`config.mk`:
```
export PLATFORM = sky130hd
export DESIGN_NAME = bank1_special_register_map
export DESIGN_NICKNAME = d
export VERILOG_FILES = /design/src/verilog/bank1_regs_pkg.sv /design/src/verilog/bank1_special_register_map.sv
export SDC_FILE = /design/constraint.sdc
export NUM_CORES = 1
export LEC_CHECK = 0
export BUFFER_PORTS_ARGS = -buffer_cell sky130_fd_sc_hd__buf_2
export CAP_MARGIN = 10
export CORE_MARGIN = 4
export CORE_UTILIZATION = 30
export CTS_CLUSTER_DIAMETER = 80
export CTS_CLUSTER_SIZE = 12
export DETAILED_ROUTE_END_ITERATION = 7
export HOLD_SLACK_MARGIN = 0.05
export PLACE_DENSITY = 0.61
export SETUP_SLACK_MARGIN = 0.4
export SLEW_MARGIN = 40
export SYNTH_ARGS = -nofsm -noshare
export SYNTH_HDL_FRONTEND = slang
export SYNTH_SLANG_ARGS = --single-unit
```
`constraint.sdc`:
```
create_clock -name clk_i -period 2.2 [get_ports clk_i]
set_input_delay 0.22 -clock clk_i [delete_from_list [all_inputs] [get_ports clk_i]]
set_output_delay 0.22 -clock clk_i [all_outputs]
set_load 0.05 [all_outputs]
```
`src/verilog/bank1_regs_pkg.sv`:
```
package bank1_regs_pkg;

  // Register indices; the APB byte address is four times the index
  localparam logic [7:0] IDX_INDIRECT_DATA_PORT = 8'h80;
  localparam logic [7:0] IDX_OPTION_SETTINGS = 8'h81;
  localparam logic [7:0] IDX_PROGRAM_COUNTER_LOW = 8'h82;
  localparam logic [7:0] IDX_CORE_STATUS = 8'h83;
  localparam logic [7:0] IDX_INDIRECT_POINTER = 8'h84;
  localparam logic [7:0] IDX_PORT_A_DIRECTION = 8'h85;
  localparam logic [7:0] IDX_PORT_B_DIRECTION = 8'h86;
  localparam logic [7:0] IDX_PORT_C_DIRECTION = 8'h87;
  localparam logic [7:0] IDX_PROGRAM_COUNTER_HIGH_LATCH = 8'h8a;
  localparam logic [7:0] IDX_INTERRUPT_CONTROL = 8'h8b;
  localparam logic [7:0] IDX_PERIPHERAL_IRQ_ENABLE = 8'h8c;
  localparam logic [7:0] IDX_POWER_RESET_CAUSE = 8'h8e;
  localparam logic [7:0] IDX_TIMER2_PERIOD = 8'h92;
  localparam logic [7:0] IDX_SERIAL_PORT_SLAVE_ADDRESS = 8'h93;
  localparam logic [7:0] IDX_SERIAL_PORT_STATE = 8'h94;
  // Bit 7 of the index is the bank bit that the mirrored registers ignore
  localparam int BANK_BIT = 7;

  // Reset values
  localparam logic [7:0] RST_OPTION_SETTINGS = 8'hff;
  localparam logic [5:0] RST_PORT_A_DIRECTION = 6'h3f;
  localparam logic [7:0] RST_PORT_B_DIRECTION = 8'hff;
  localparam logic [7:0] RST_PORT_C_DIRECTION = 8'hff;
  localparam logic [7:0] RST_TIMER2_PERIOD = 8'hff;
  localparam logic [7:0] RST_SERIAL_PORT_SLAVE_ADDRESS = 8'h00;
  localparam logic [7:0] RST_PERIPHERAL_IRQ_ENABLE = 8'h00;
  localparam logic [4:0] RST_PROGRAM_COUNTER_HIGH_LATCH = 5'h00;
  localparam logic [12:0] RST_PROGRAM_COUNTER = 13'h0000;
  localparam logic [7:0] RST_INDIRECT_POINTER = 8'h00;
  localparam logic [7:0] RST_INTERRUPT_CONTROL = 8'h00;
  localparam logic [5:0] RST_SERIAL_PORT_STATE = 6'h00;

  // Field widths
  localparam int HIGH_LATCH_W = 5;
  localparam int PORT_A_W = 6;
  localparam int SSP_STATE_W = 6;
  localparam int IRQ_FLAG_W = 3;

  typedef struct packed {
    logic indirect_bank_select;
    logic direct_bank_select_high;
    logic direct_bank_select_low;
    logic timeout_b;
    logic power_down_b;
    logic zero;
    logic digit_carry;
    logic carry;
  } core_status_t;

  localparam core_status_t RST_CORE_STATUS = 8'h18;

  typedef struct packed {
    logic power_on_flag_b;
    logic brownout_flag;
  } reset_cause_t;

  // After power-on: power-on flag low, brown-out flag high (no brown-out)
  localparam reset_cause_t RST_POWER_RESET_CAUSE = 2'h1;

  typedef enum logic [1:0] {
    RST_NONE = 2'b00,
    RST_POWER = 2'b01,
    RST_BROWNOUT = 2'b10,
    RST_OTHER = 2'b11
  } reset_kind_t;

endpackage

```
`src/verilog/bank1_special_register_map.sv`:
```
`timescale 1ns/10ps

// Summary of operation
// - An unimplemented bank 1 location reads as zero and ignores writes.
// - The mirrored core registers answer at both bank 0 and bank 1 offsets.
// - Program counter bits 12 to 8 are reachable only through the latch.
// - The 5-bit latch is copied into the counter top bits on every load.
// - Power-on and brown-out apply one reset set, pin and watchdog another.
module bank1_special_register_map
  import bank1_regs_pkg::*;
(
  input wire logic clk_i,
  input wire logic rst_b_i,
  // APB slave
  input wire logic psel,
  input wire logic penable,
  input wire logic pwrite,
  input wire logic [9:0] paddr,
  input wire logic [31:0] pwdata,
  output logic [31:0] prdata,
  output logic pready,
  // Reset sources
  input wire logic external_reset_pin_b_i,
  input wire logic brownout_i,
  input wire logic watchdog_timeout_i,
  // Core side
  input wire logic pc_advance_i,
  input wire logic pc_load_i,
  input wire logic [7:0] pc_load_low_i,
  input wire logic alu_flags_we_i,
  input wire logic [2:0] alu_flags_i,
  input wire logic sleep_entry_i,
  input wire logic [IRQ_FLAG_W-1:0] irq_flag_set_i,
  input wire logic [7:0] indirect_data_i,
  input wire logic [SSP_STATE_W-1:0] serial_port_state_i,
  output logic [12:0] program_counter_o,
  output logic [7:0] indirect_pointer_o,
  output logic indirect_write_o,
  output logic [7:0] indirect_wdata_o,
  output core_status_t core_status_o,
  output logic [7:0] option_settings_o,
  output logic [PORT_A_W-1:0] port_a_direction_o,
  output logic [7:0] port_b_direction_o,
  output logic [7:0] port_c_direction_o,
  output logic [7:0] interrupt_control_o,
  output logic [7:0] peripheral_irq_enable_o,
  output logic [7:0] timer2_period_o,
  output logic [7:0] serial_port_slave_address_o
);

  logic ext_meta_q;
  logic ext_sync_q;
  logic bo_meta_q;
  logic bo_sync_q;
  reset_kind_t reset_kind;

  logic [7:0] idx;
  logic setup;
  logic wr_en;
  logic [7:0] wdata;
  logic [7:0] rdata;
  logic mirrored;
  logic [7:0] core_idx;

  logic [7:0] option_settings_q;
  logic [PORT_A_W-1:0] port_a_direction_q;
  logic [7:0] port_b_direction_q;
  logic [7:0] port_c_direction_q;
  logic [HIGH_LATCH_W-1:0] program_counter_high_latch_q;
  logic [12:0] program_counter_q;
  core_status_t core_status_q;
  logic [7:0] indirect_pointer_q;
  logic [7:0] interrupt_control_q;
  logic [7:0] peripheral_irq_enable_q;
  reset_cause_t power_reset_cause_q;
  logic [7:0] timer2_period_q;
  logic [7:0] serial_port_slave_address_q;
  logic [SSP_STATE_W-1:0] serial_port_state_q;
  logic indirect_write_q;
  logic [7:0] indirect_wdata_q;
  logic [31:0] prdata_q;
  logic pready_q;

  // Pin inputs pass two flip-flops before anything looks at them
  always_ff @(posedge clk_i or negedge rst_b_i) begin
    if (!rst_b_i) begin
      ext_meta_q <= 1'b1;
      ext_sync_q <= 1'b1;
      bo_meta_q <= 1'b0;
      bo_sync_q <= 1'b0;
    end else begin
      ext_meta_q <= external_reset_pin_b_i;
      ext_sync_q <= ext_meta_q;
      bo_meta_q <= brownout_i;
      bo_sync_q <= bo_meta_q;
    end
  end

  // Brown-out outranks the pin and the watchdog; power-on is rst_b_i itself
  always_comb begin
    if (bo_sync_q) begin
      reset_kind = RST_BROWNOUT;
    end else if (!ext_sync_q || watchdog_timeout_i) begin
      reset_kind = RST_OTHER;
    end else begin
      reset_kind = RST_NONE;
    end
  end

  // APB decode; every access has one wait-free access phase
  assign idx = paddr[9:2];
  assign setup = psel && !penable;
  assign wr_en = psel && penable && pready_q && pwrite &&
                 reset_kind == RST_NONE;
  assign wdata = pwdata[7:0];

  // Core registers ignore the bank bit so either bank reaches them
  always_comb begin
    case (idx & ~(8'h01 << BANK_BIT))
      IDX_INDIRECT_DATA_PORT & 8'h7f,
      IDX_PROGRAM_COUNTER_LOW & 8'h7f,
      IDX_CORE_STATUS & 8'h7f,
      IDX_INDIRECT_POINTER & 8'h7f,
      IDX_PROGRAM_COUNTER_HIGH_LATCH & 8'h7f,
      IDX_INTERRUPT_CONTROL & 8'h7f: begin
        mirrored = 1'b1;
      end
      default: begin
        mirrored = 1'b0;
      end
    endcase
  end

  assign core_idx = mirrored ? (idx | (8'h01 << BANK_BIT)) : idx;

  always_comb begin
    rdata = 8'h00;
    case (core_idx)
      IDX_INDIRECT_DATA_PORT: rdata = indirect_data_i;
      IDX_OPTION_SETTINGS: rdata = option_settings_q;
      IDX_PROGRAM_COUNTER_LOW: rdata = program_counter_q[7:0];
      IDX_CORE_STATUS: rdata = core_status_q;
      IDX_INDIRECT_POINTER: rdata = indirect_pointer_q;
      IDX_PORT_A_DIRECTION: rdata = {2'b00, port_a_direction_q};
      IDX_PORT_B_DIRECTION: rdata = port_b_direction_q;
      IDX_PORT_C_DIRECTION: rdata = port_c_direction_q;
      IDX_PROGRAM_COUNTER_HIGH_LATCH: begin
        rdata = {3'b000, program_counter_high_latch_q};
      end
      IDX_INTERRUPT_CONTROL: rdata = interrupt_control_q;
      IDX_PERIPHERAL_IRQ_ENABLE: rdata = peripheral_irq_enable_q;
      IDX_POWER_RESET_CAUSE: rdata = {6'h00, power_reset_cause_q};
      IDX_TIMER2_PERIOD: rdata = timer2_period_q;
      IDX_SERIAL_PORT_SLAVE_ADDRESS: rdata = serial_port_slave_address_q;
      IDX_SERIAL_PORT_STATE: rdata = {2'b00, serial_port_state_q};
      default: rdata = 8'h00;
    endcase
  end

  // Read data is caught in the setup cycle so prdata comes from a flop
  always_ff @(posedge clk_i or negedge rst_b_i) begin
    if (!rst_b_i) begin
      pready_q <= 1'b0;
      prdata_q <= 32'h0000_0000;
    end else begin
      pready_q <= setup;
      if (setup) begin
        prdata_q <= {24'h00_0000, rdata};
      end
    end
  end

  // Registers that every reset set loads with the same value
  always_ff @(posedge clk_i or negedge rst_b_i) begin
    if (!rst_b_i) begin
      option_settings_q <= RST_OPTION_SETTINGS;
      port_a_direction_q <= RST_PORT_A_DIRECTION;
      port_b_direction_q <= RST_PORT_B_DIRECTION;
      port_c_direction_q <= RST_PORT_C_DIRECTION;
      timer2_period_q <= RST_TIMER2_PERIOD;
      serial_port_slave_address_q <= RST_SERIAL_PORT_SLAVE_ADDRESS;
      peripheral_irq_enable_q <= RST_PERIPHERAL_IRQ_ENABLE;
      program_counter_high_latch_q <= RST_PROGRAM_COUNTER_HIGH_LATCH;
    end else if (reset_kind != RST_NONE) begin
      option_settings_q <= RST_OPTION_SETTINGS;
      port_a_direction_q <= RST_PORT_A_DIRECTION;
      port_b_direction_q <= RST_PORT_B_DIRECTION;
      port_c_direction_q <= RST_PORT_C_DIRECTION;
      timer2_period_q <= RST_TIMER2_PERIOD;
      serial_port_slave_address_q <= RST_SERIAL_PORT_SLAVE_ADDRESS;
      peripheral_irq_enable_q <= RST_PERIPHERAL_IRQ_ENABLE;
      program_counter_high_latch_q <= RST_PROGRAM_COUNTER_HIGH_LATCH;
    end else if (wr_en) begin
      case (core_idx)
        IDX_OPTION_SETTINGS: option_settings_q <= wdata;
        IDX_PORT_A_DIRECTION: port_a_direction_q <= wdata[PORT_A_W-1:0];
        IDX_PORT_B_DIRECTION: port_b_direction_q <= wdata;
        IDX_PORT_C_DIRECTION: port_c_direction_q <= wdata;
        IDX_TIMER2_PERIOD: timer2_period_q <= wdata;
        IDX_SERIAL_PORT_SLAVE_ADDRESS: serial_port_slave_address_q <= wdata;
        // Bits 7:6 are stored as written; small parts rely on software
        IDX_PERIPHERAL_IRQ_ENABLE: peripheral_irq_enable_q <= wdata;
        IDX_PROGRAM_COUNTER_HIGH_LATCH: begin
          // Holds between loads; only this write or a reset changes it
          program_counter_high_latch_q <= wdata[HIGH_LATCH_W-1:0];
        end
        default: option_settings_q <= option_settings_q;
      endcase
    end
  end

  // Program counter: every load takes its top bits from the latch
  always_ff @(posedge clk_i or negedge rst_b_i) begin
    if (!rst_b_i) begin
      program_counter_q <= RST_PROGRAM_COUNTER;
    end else if (reset_kind != RST_NONE) begin
      program_counter_q <= RST_PROGRAM_COUNTER;
    end else if (wr_en && core_idx == IDX_PROGRAM_COUNTER_LOW) begin
      program_counter_q <= {program_counter_high_latch_q, wdata};
    end else if (pc_load_i) begin
      program_counter_q <= {program_counter_high_latch_q, pc_load_low_i};
    end else if (pc_advance_i) begin
      program_counter_q <= program_counter_q + 13'h0001;
    end
  end

  // Core status: the bank bits and arithmetic flags are writable,
  // the timeout and power-down bits follow reset and sleep only
  always_ff @(posedge clk_i or negedge rst_b_i) begin
    if (!rst_b_i) begin
      core_status_q <= RST_CORE_STATUS;
    end else if (reset_kind == RST_BROWNOUT) begin
      core_status_q <= RST_CORE_STATUS;
    end else if (reset_kind == RST_OTHER) begin
      core_status_q.indirect_bank_select <= 1'b0;
      core_status_q.direct_bank_select_high <= 1'b0;
      core_status_q.direct_bank_select_low <= 1'b0;
      if (watchdog_timeout_i) begin
        core_status_q.timeout_b <= 1'b0;
      end
    end else begin
      if (wr_en && core_idx == IDX_CORE_STATUS) begin
        // Bank bits stored as written; small parts rely on software
        core_status_q.indirect_bank_select <= wdata[7];
        core_status_q.direct_bank_select_high <= wdata[6];
        core_status_q.direct_bank_select_low <= wdata[5];
        core_status_q.zero <= wdata[2];
        core_status_q.digit_carry <= wdata[1];
        core_status_q.carry <= wdata[0];
      end
      // The ALU result wins over a software write in the same cycle
      if (alu_flags_we_i) begin
        core_status_q.zero <= alu_flags_i[2];
        core_status_q.digit_carry <= alu_flags_i[1];
        core_status_q.carry <= alu_flags_i[0];
      end
      if (sleep_entry_i) begin
        core_status_q.timeout_b <= 1'b1;
        core_status_q.power_down_b <= 1'b0;
      end
    end
  end

  // Indirect pointer keeps contents on other resets; interrupt control keeps only bit 0
  always_ff @(posedge clk_i or negedge rst_b_i) begin
    if (!rst_b_i) begin
      indirect_pointer_q <= RST_INDIRECT_POINTER;
    end else if (reset_kind == RST_BROWNOUT) begin
      indirect_pointer_q <= RST_INDIRECT_POINTER;
    end else if (wr_en && core_idx == IDX_INDIRECT_POINTER) begin
      indirect_pointer_q <= wdata;
    end
  end

  always_ff @(posedge clk_i or negedge rst_b_i) begin
    if (!rst_b_i) begin
      interrupt_control_q <= RST_INTERRUPT_CONTROL;
    end else if (reset_kind == RST_BROWNOUT) begin
      interrupt_control_q <= RST_INTERRUPT_CONTROL;
    end else if (reset_kind == RST_OTHER) begin
      // Bit 0 is left alone on pin and watchdog resets
      interrupt_control_q[7:1] <= RST_INTERRUPT_CONTROL[7:1];
    end else begin
      if (wr_en && core_idx == IDX_INTERRUPT_CONTROL) begin
        interrupt_control_q <= wdata;
      end
      // Hardware flag set wins over a software clear in the same cycle
      for (int i = 0; i < IRQ_FLAG_W; i++) begin
        if (irq_flag_set_i[i]) begin
          interrupt_control_q[i] <= 1'b1;
        end
      end
    end
  end

  // Reset cause: power-on flag clears on power-on only,
  // brown-out flag clears on brown-out; software sets them back
  always_ff @(posedge clk_i or negedge rst_b_i) begin
    if (!rst_b_i) begin
      power_reset_cause_q <= RST_POWER_RESET_CAUSE;
    end else if (reset_kind == RST_BROWNOUT) begin
      power_reset_cause_q.brownout_flag <= 1'b0;
    end else if (reset_kind == RST_NONE && wr_en &&
                 core_idx == IDX_POWER_RESET_CAUSE) begin
      // Where the brown-out bit is reserved, software keeps it at one
      power_reset_cause_q <= wdata[1:0];
    end
  end

  // Serial port state is read-only here; it mirrors the port's flags
  always_ff @(posedge clk_i or negedge rst_b_i) begin
    if (!rst_b_i) begin
      serial_port_state_q <= RST_SERIAL_PORT_STATE;
    end else if (reset_kind != RST_NONE) begin
      serial_port_state_q <= RST_SERIAL_PORT_STATE;
    end else begin
      serial_port_state_q <= serial_port_state_i;
    end
  end

  // A write to the indirect data port is handed to data memory
  always_ff @(posedge clk_i or negedge rst_b_i) begin
    if (!rst_b_i) begin
      indirect_write_q <= 1'b0;
      indirect_wdata_q <= 8'h00;
    end else begin
      indirect_write_q <= wr_en && core_idx == IDX_INDIRECT_DATA_PORT;
      if (wr_en && core_idx == IDX_INDIRECT_DATA_PORT) begin
        indirect_wdata_q <= wdata;
      end
    end
  end

  assign prdata = prdata_q;
  assign pready = pready_q;
  assign program_counter_o = program_counter_q;
  assign indirect_pointer_o = indirect_pointer_q;
  assign indirect_write_o = indirect_write_q;
  assign indirect_wdata_o = indirect_wdata_q;
  assign core_status_o = core_status_q;
  assign option_settings_o = option_settings_q;
  assign port_a_direction_o = port_a_direction_q;
  assign port_b_direction_o = port_b_direction_q;
  assign port_c_direction_o = port_c_direction_q;
  assign interrupt_control_o = interrupt_control_q;
  assign peripheral_irq_enable_o = peripheral_irq_enable_q;
  assign timer2_period_o = timer2_period_q;
  assign serial_port_slave_address_o = serial_port_slave_address_q;

endmodule

```
==> flow_metrics.py <==
metrics = {
    "run_status": {
        "status": "completed",
    },
    "critical_path": {
        "required_ns": 2.52,
        "cp-start-kind": "flip-flop",
        "reg2reg_from": "ext_sync_q$_DFF_PN1_",
        "critical_path_class": "reg -> reg",
        "cp-end-kind": "flip-flop",
        "startpoint": "ext_sync_q$_DFF_PN1_",
        "arrival_ns": 2.13,
        "crit_fanout": 8,
    },
    "floorplan": {
        "fp.dieH_um": 159.7,
        "core_um2": 22640,
        "ios": 215,
        "die-area_um2": 25500,
        "initial_core_util": 0.3049,
        "row_count": 55,
        "die_w_um": 159.7,
    },
    "grt": {
        "grt_overflow": 0,
        "antenna_found_initial": 0,
        "grt_max_degree": 72,
        "grt_pass1_vias": 6092,
        "grt_use_total": 0.1968,
        "grt_pass1_wl_mm": 38.46,
    },
    "synthesis": {
        "synth_edf_count": 0,
        "syn_inst": 699,
        "yosysTopAreaCell": "dfrtp_1",
        "synth_area_um2": 6903,
        "synthFlopType": "dfrtp_1",
        "async_flop_share": 1.000,
        "synth_area_leaders": "dfrtp_1 30%, dfstp_2 16%, mux2i_1 11%",
        "synth_warnings": 0,
        "ys_seq_elements": 126,
        "syn_area_per_cell_um2": 9.875,
        "synth-seq-area-share": 0.4646,
        "synth_top_area_frac": 0.3009,
        "ys_types": 67,
    },
    "clock_network": {
        "cts_max_level": 4,
        "path_clk_slew_ns": 0.06,
        "cts_tree": "built",
        "cts-root-buf": "clkbuf_16",
        "cts_buffers": 17,
        "clkLatencyLatePin_ns": 0.43,
        "cts_max_path_buffers": 2,
        "clock_sinks": 126,
    },
    "sta": {
        "slew_viol_final": 0,
        "hold_viol_final": 0,
        "finalCritPeriodShare": 0.8264,
        "timing.fmax_ghz": 0.5500,
        "fin_worst_skew_ns": 0.007321,
        "period_needed_ns": 1.818,
        "slew_headroom": 0.5747,
        "timing.setup.tns_ns": 0,
        "rsz0062_at_grt": "yes",
        "setup_viol": 0,
        "tightest_slew_ns": 0.6331,
        "holdWs_ns": 0.05934,
    },
    "job": {
        "maxCapViolCount": 0,
    },
    "finish": {
        "fillers": 2272,
        "stdcell_count": 1185,
        "drive_above_1_share": 0.3867,
        "n_antenna_cell": 0,
        "layout_common_cells": "163 x buf_2, 97 x nand2_1, 80 x dfrtp_1, 73 x mux2i_1, 45 x nor2_1",
        "area_growth_pct": 30.42,
        "final_common_cell": "buf_2",
        "largest_reg_flops": 13,
        "nets": 970,
    },
    "pwr": {
        "power_density_nw_per_um2": 652.3,
        "vdd.ir_drop.worst_uv": 356.3,
        "p_total_w": 0.005872,
        "power.leakage_nw": 4.124,
    },
    "hold_path": {
        "min_path_type": "in -> reg",
        "worstHoldStart": "irq_flag_set_i[0]",
    },
    "placed_design": {
        "dp_cells": 1137,
        "dpl.hpwl_mm": 18.86,
        "routabilityCongestion": 0.9453,
        "io_buffers": 164,
    },
    "route": {
        "post-route-drc-count": 0,
        "wl_per_cell_um": 21.40,
        "ant_nets": 0,
        "drt-total-wl_mm": 25.35,
        "drt_iter0_drc": 466,
        "drt_first_pass_iters": 5,
        "vias": 6196,
        "viasPerCell": 5.229,
    },
}
## final cells by class
class	count	area, µm²	share of cell area
inverters	5	18.77	0.002085
clock buffers	20	467.9	0.05198
multi-input cells	516	3480	0.3865
clock inverters	12	136.4	0.01515
flip-flops and latches	126	3211	0.3566
repair buffers	221	1333	0.1480
well taps	285	356.6	0.03961
## cell families after synthesis
group / count (synthesis) / synth area share
simple gates: 273 / 0.2066
flops: 126 / 0.4646
compound gates: 116 / 0.1142
mux: 93 / 0.1385
buf+inv: 80 / 0.06235
xor+xnor: 9 / 0.01142
fa+ha+maj: 1 / 0.001812
other cells: 1 / 0.0005433
## power breakdown
part           total, W  switching [W]  internal, W
combinational  0.000631       0.000454     0.000177
sequential      0.00237      0.0000242      0.00235
clock           0.00287        0.00110      0.00177
## worst paths after layout
path | endpoint | slack [ns] | cells past startpoint
max | indirect_wdata_o[1]$_DFFE_PN0P_ | 0.38 | 5
min | interrupt_control_o[0]$_DFFE_PN0P_ | 0.06 | 3
max reg2reg | indirect_wdata_o[1]$_DFFE_PN0P_ | 0.38 | 5
min reg2reg | bo_sync_q$_DFF_PN0_ | 0.35 | 0
max in group asynchronous | option_settings_o[5]$_DFFE_PN1P_ | 1.14 | 3
min in group asynchronous | program_counter_o[12]$_DFFE_PN0P_ | 0.28 | 2
## synthesized netlist by cell type (8+ instances only)
cell type    n
clkbuf_1    31
dfrtp_1     83
o21ai_0     29
nor2_1      45
dfstp_2     43
mux2i_1     73
nand3_1     42
buf_2       12
a21oi_1     24
nand3b_1    11
nand2b_1     8
a22oi_1     17
and2_1       9
buf_4       26
nor3_1      10
mux2_2      20
and3_1       8
nand2_1    104
## per-stage QoR
| stage | area [µm²] | utilization | setup WS, ns |
|---|---|---|---|
| finish | 9002 | 0.3976 | 0.3820 |
| global route | 9002 | 0.3976 | 0.3154 |
| CTS | 8929 | 0.3944 | 0.4037 |
| detailed placement | 8142 | 0.3596 | 0.07087 |
| global placement | 8142 | 0.3596 | 0.1213 |
| floorplan | 7047 | - | 0.2939 |
## per-layer routing
layer  vias to the layer above  GRT usage  wire length (µm)
met5                         -          0                 0
li1                       2835          -                 -
met2                       265     0.3011             11470
met4                         0    0.05759               538
met3                        42    0.06865              2223
met1                      3054     0.2643             11120
## worst max-delay path: stages, from the launching register on
cell,delay (ns)
dfstp_2,0.54
or3b_4,0.42
nor3_4,0.21
buf_6,0.17
nand2_8,0.08
mux2_2,0.28
## what timing repair did
action | CTS | global route
endpoints found under the setup margin | 30 | 40
hold buffers | 10 | 0
endpoints found under the hold margin | 34 | 0
resized for setup | 13 | 18
buffers inserted | 5 | 1
pin swaps | 3 | 8
(Power assumes the default switching activity.)
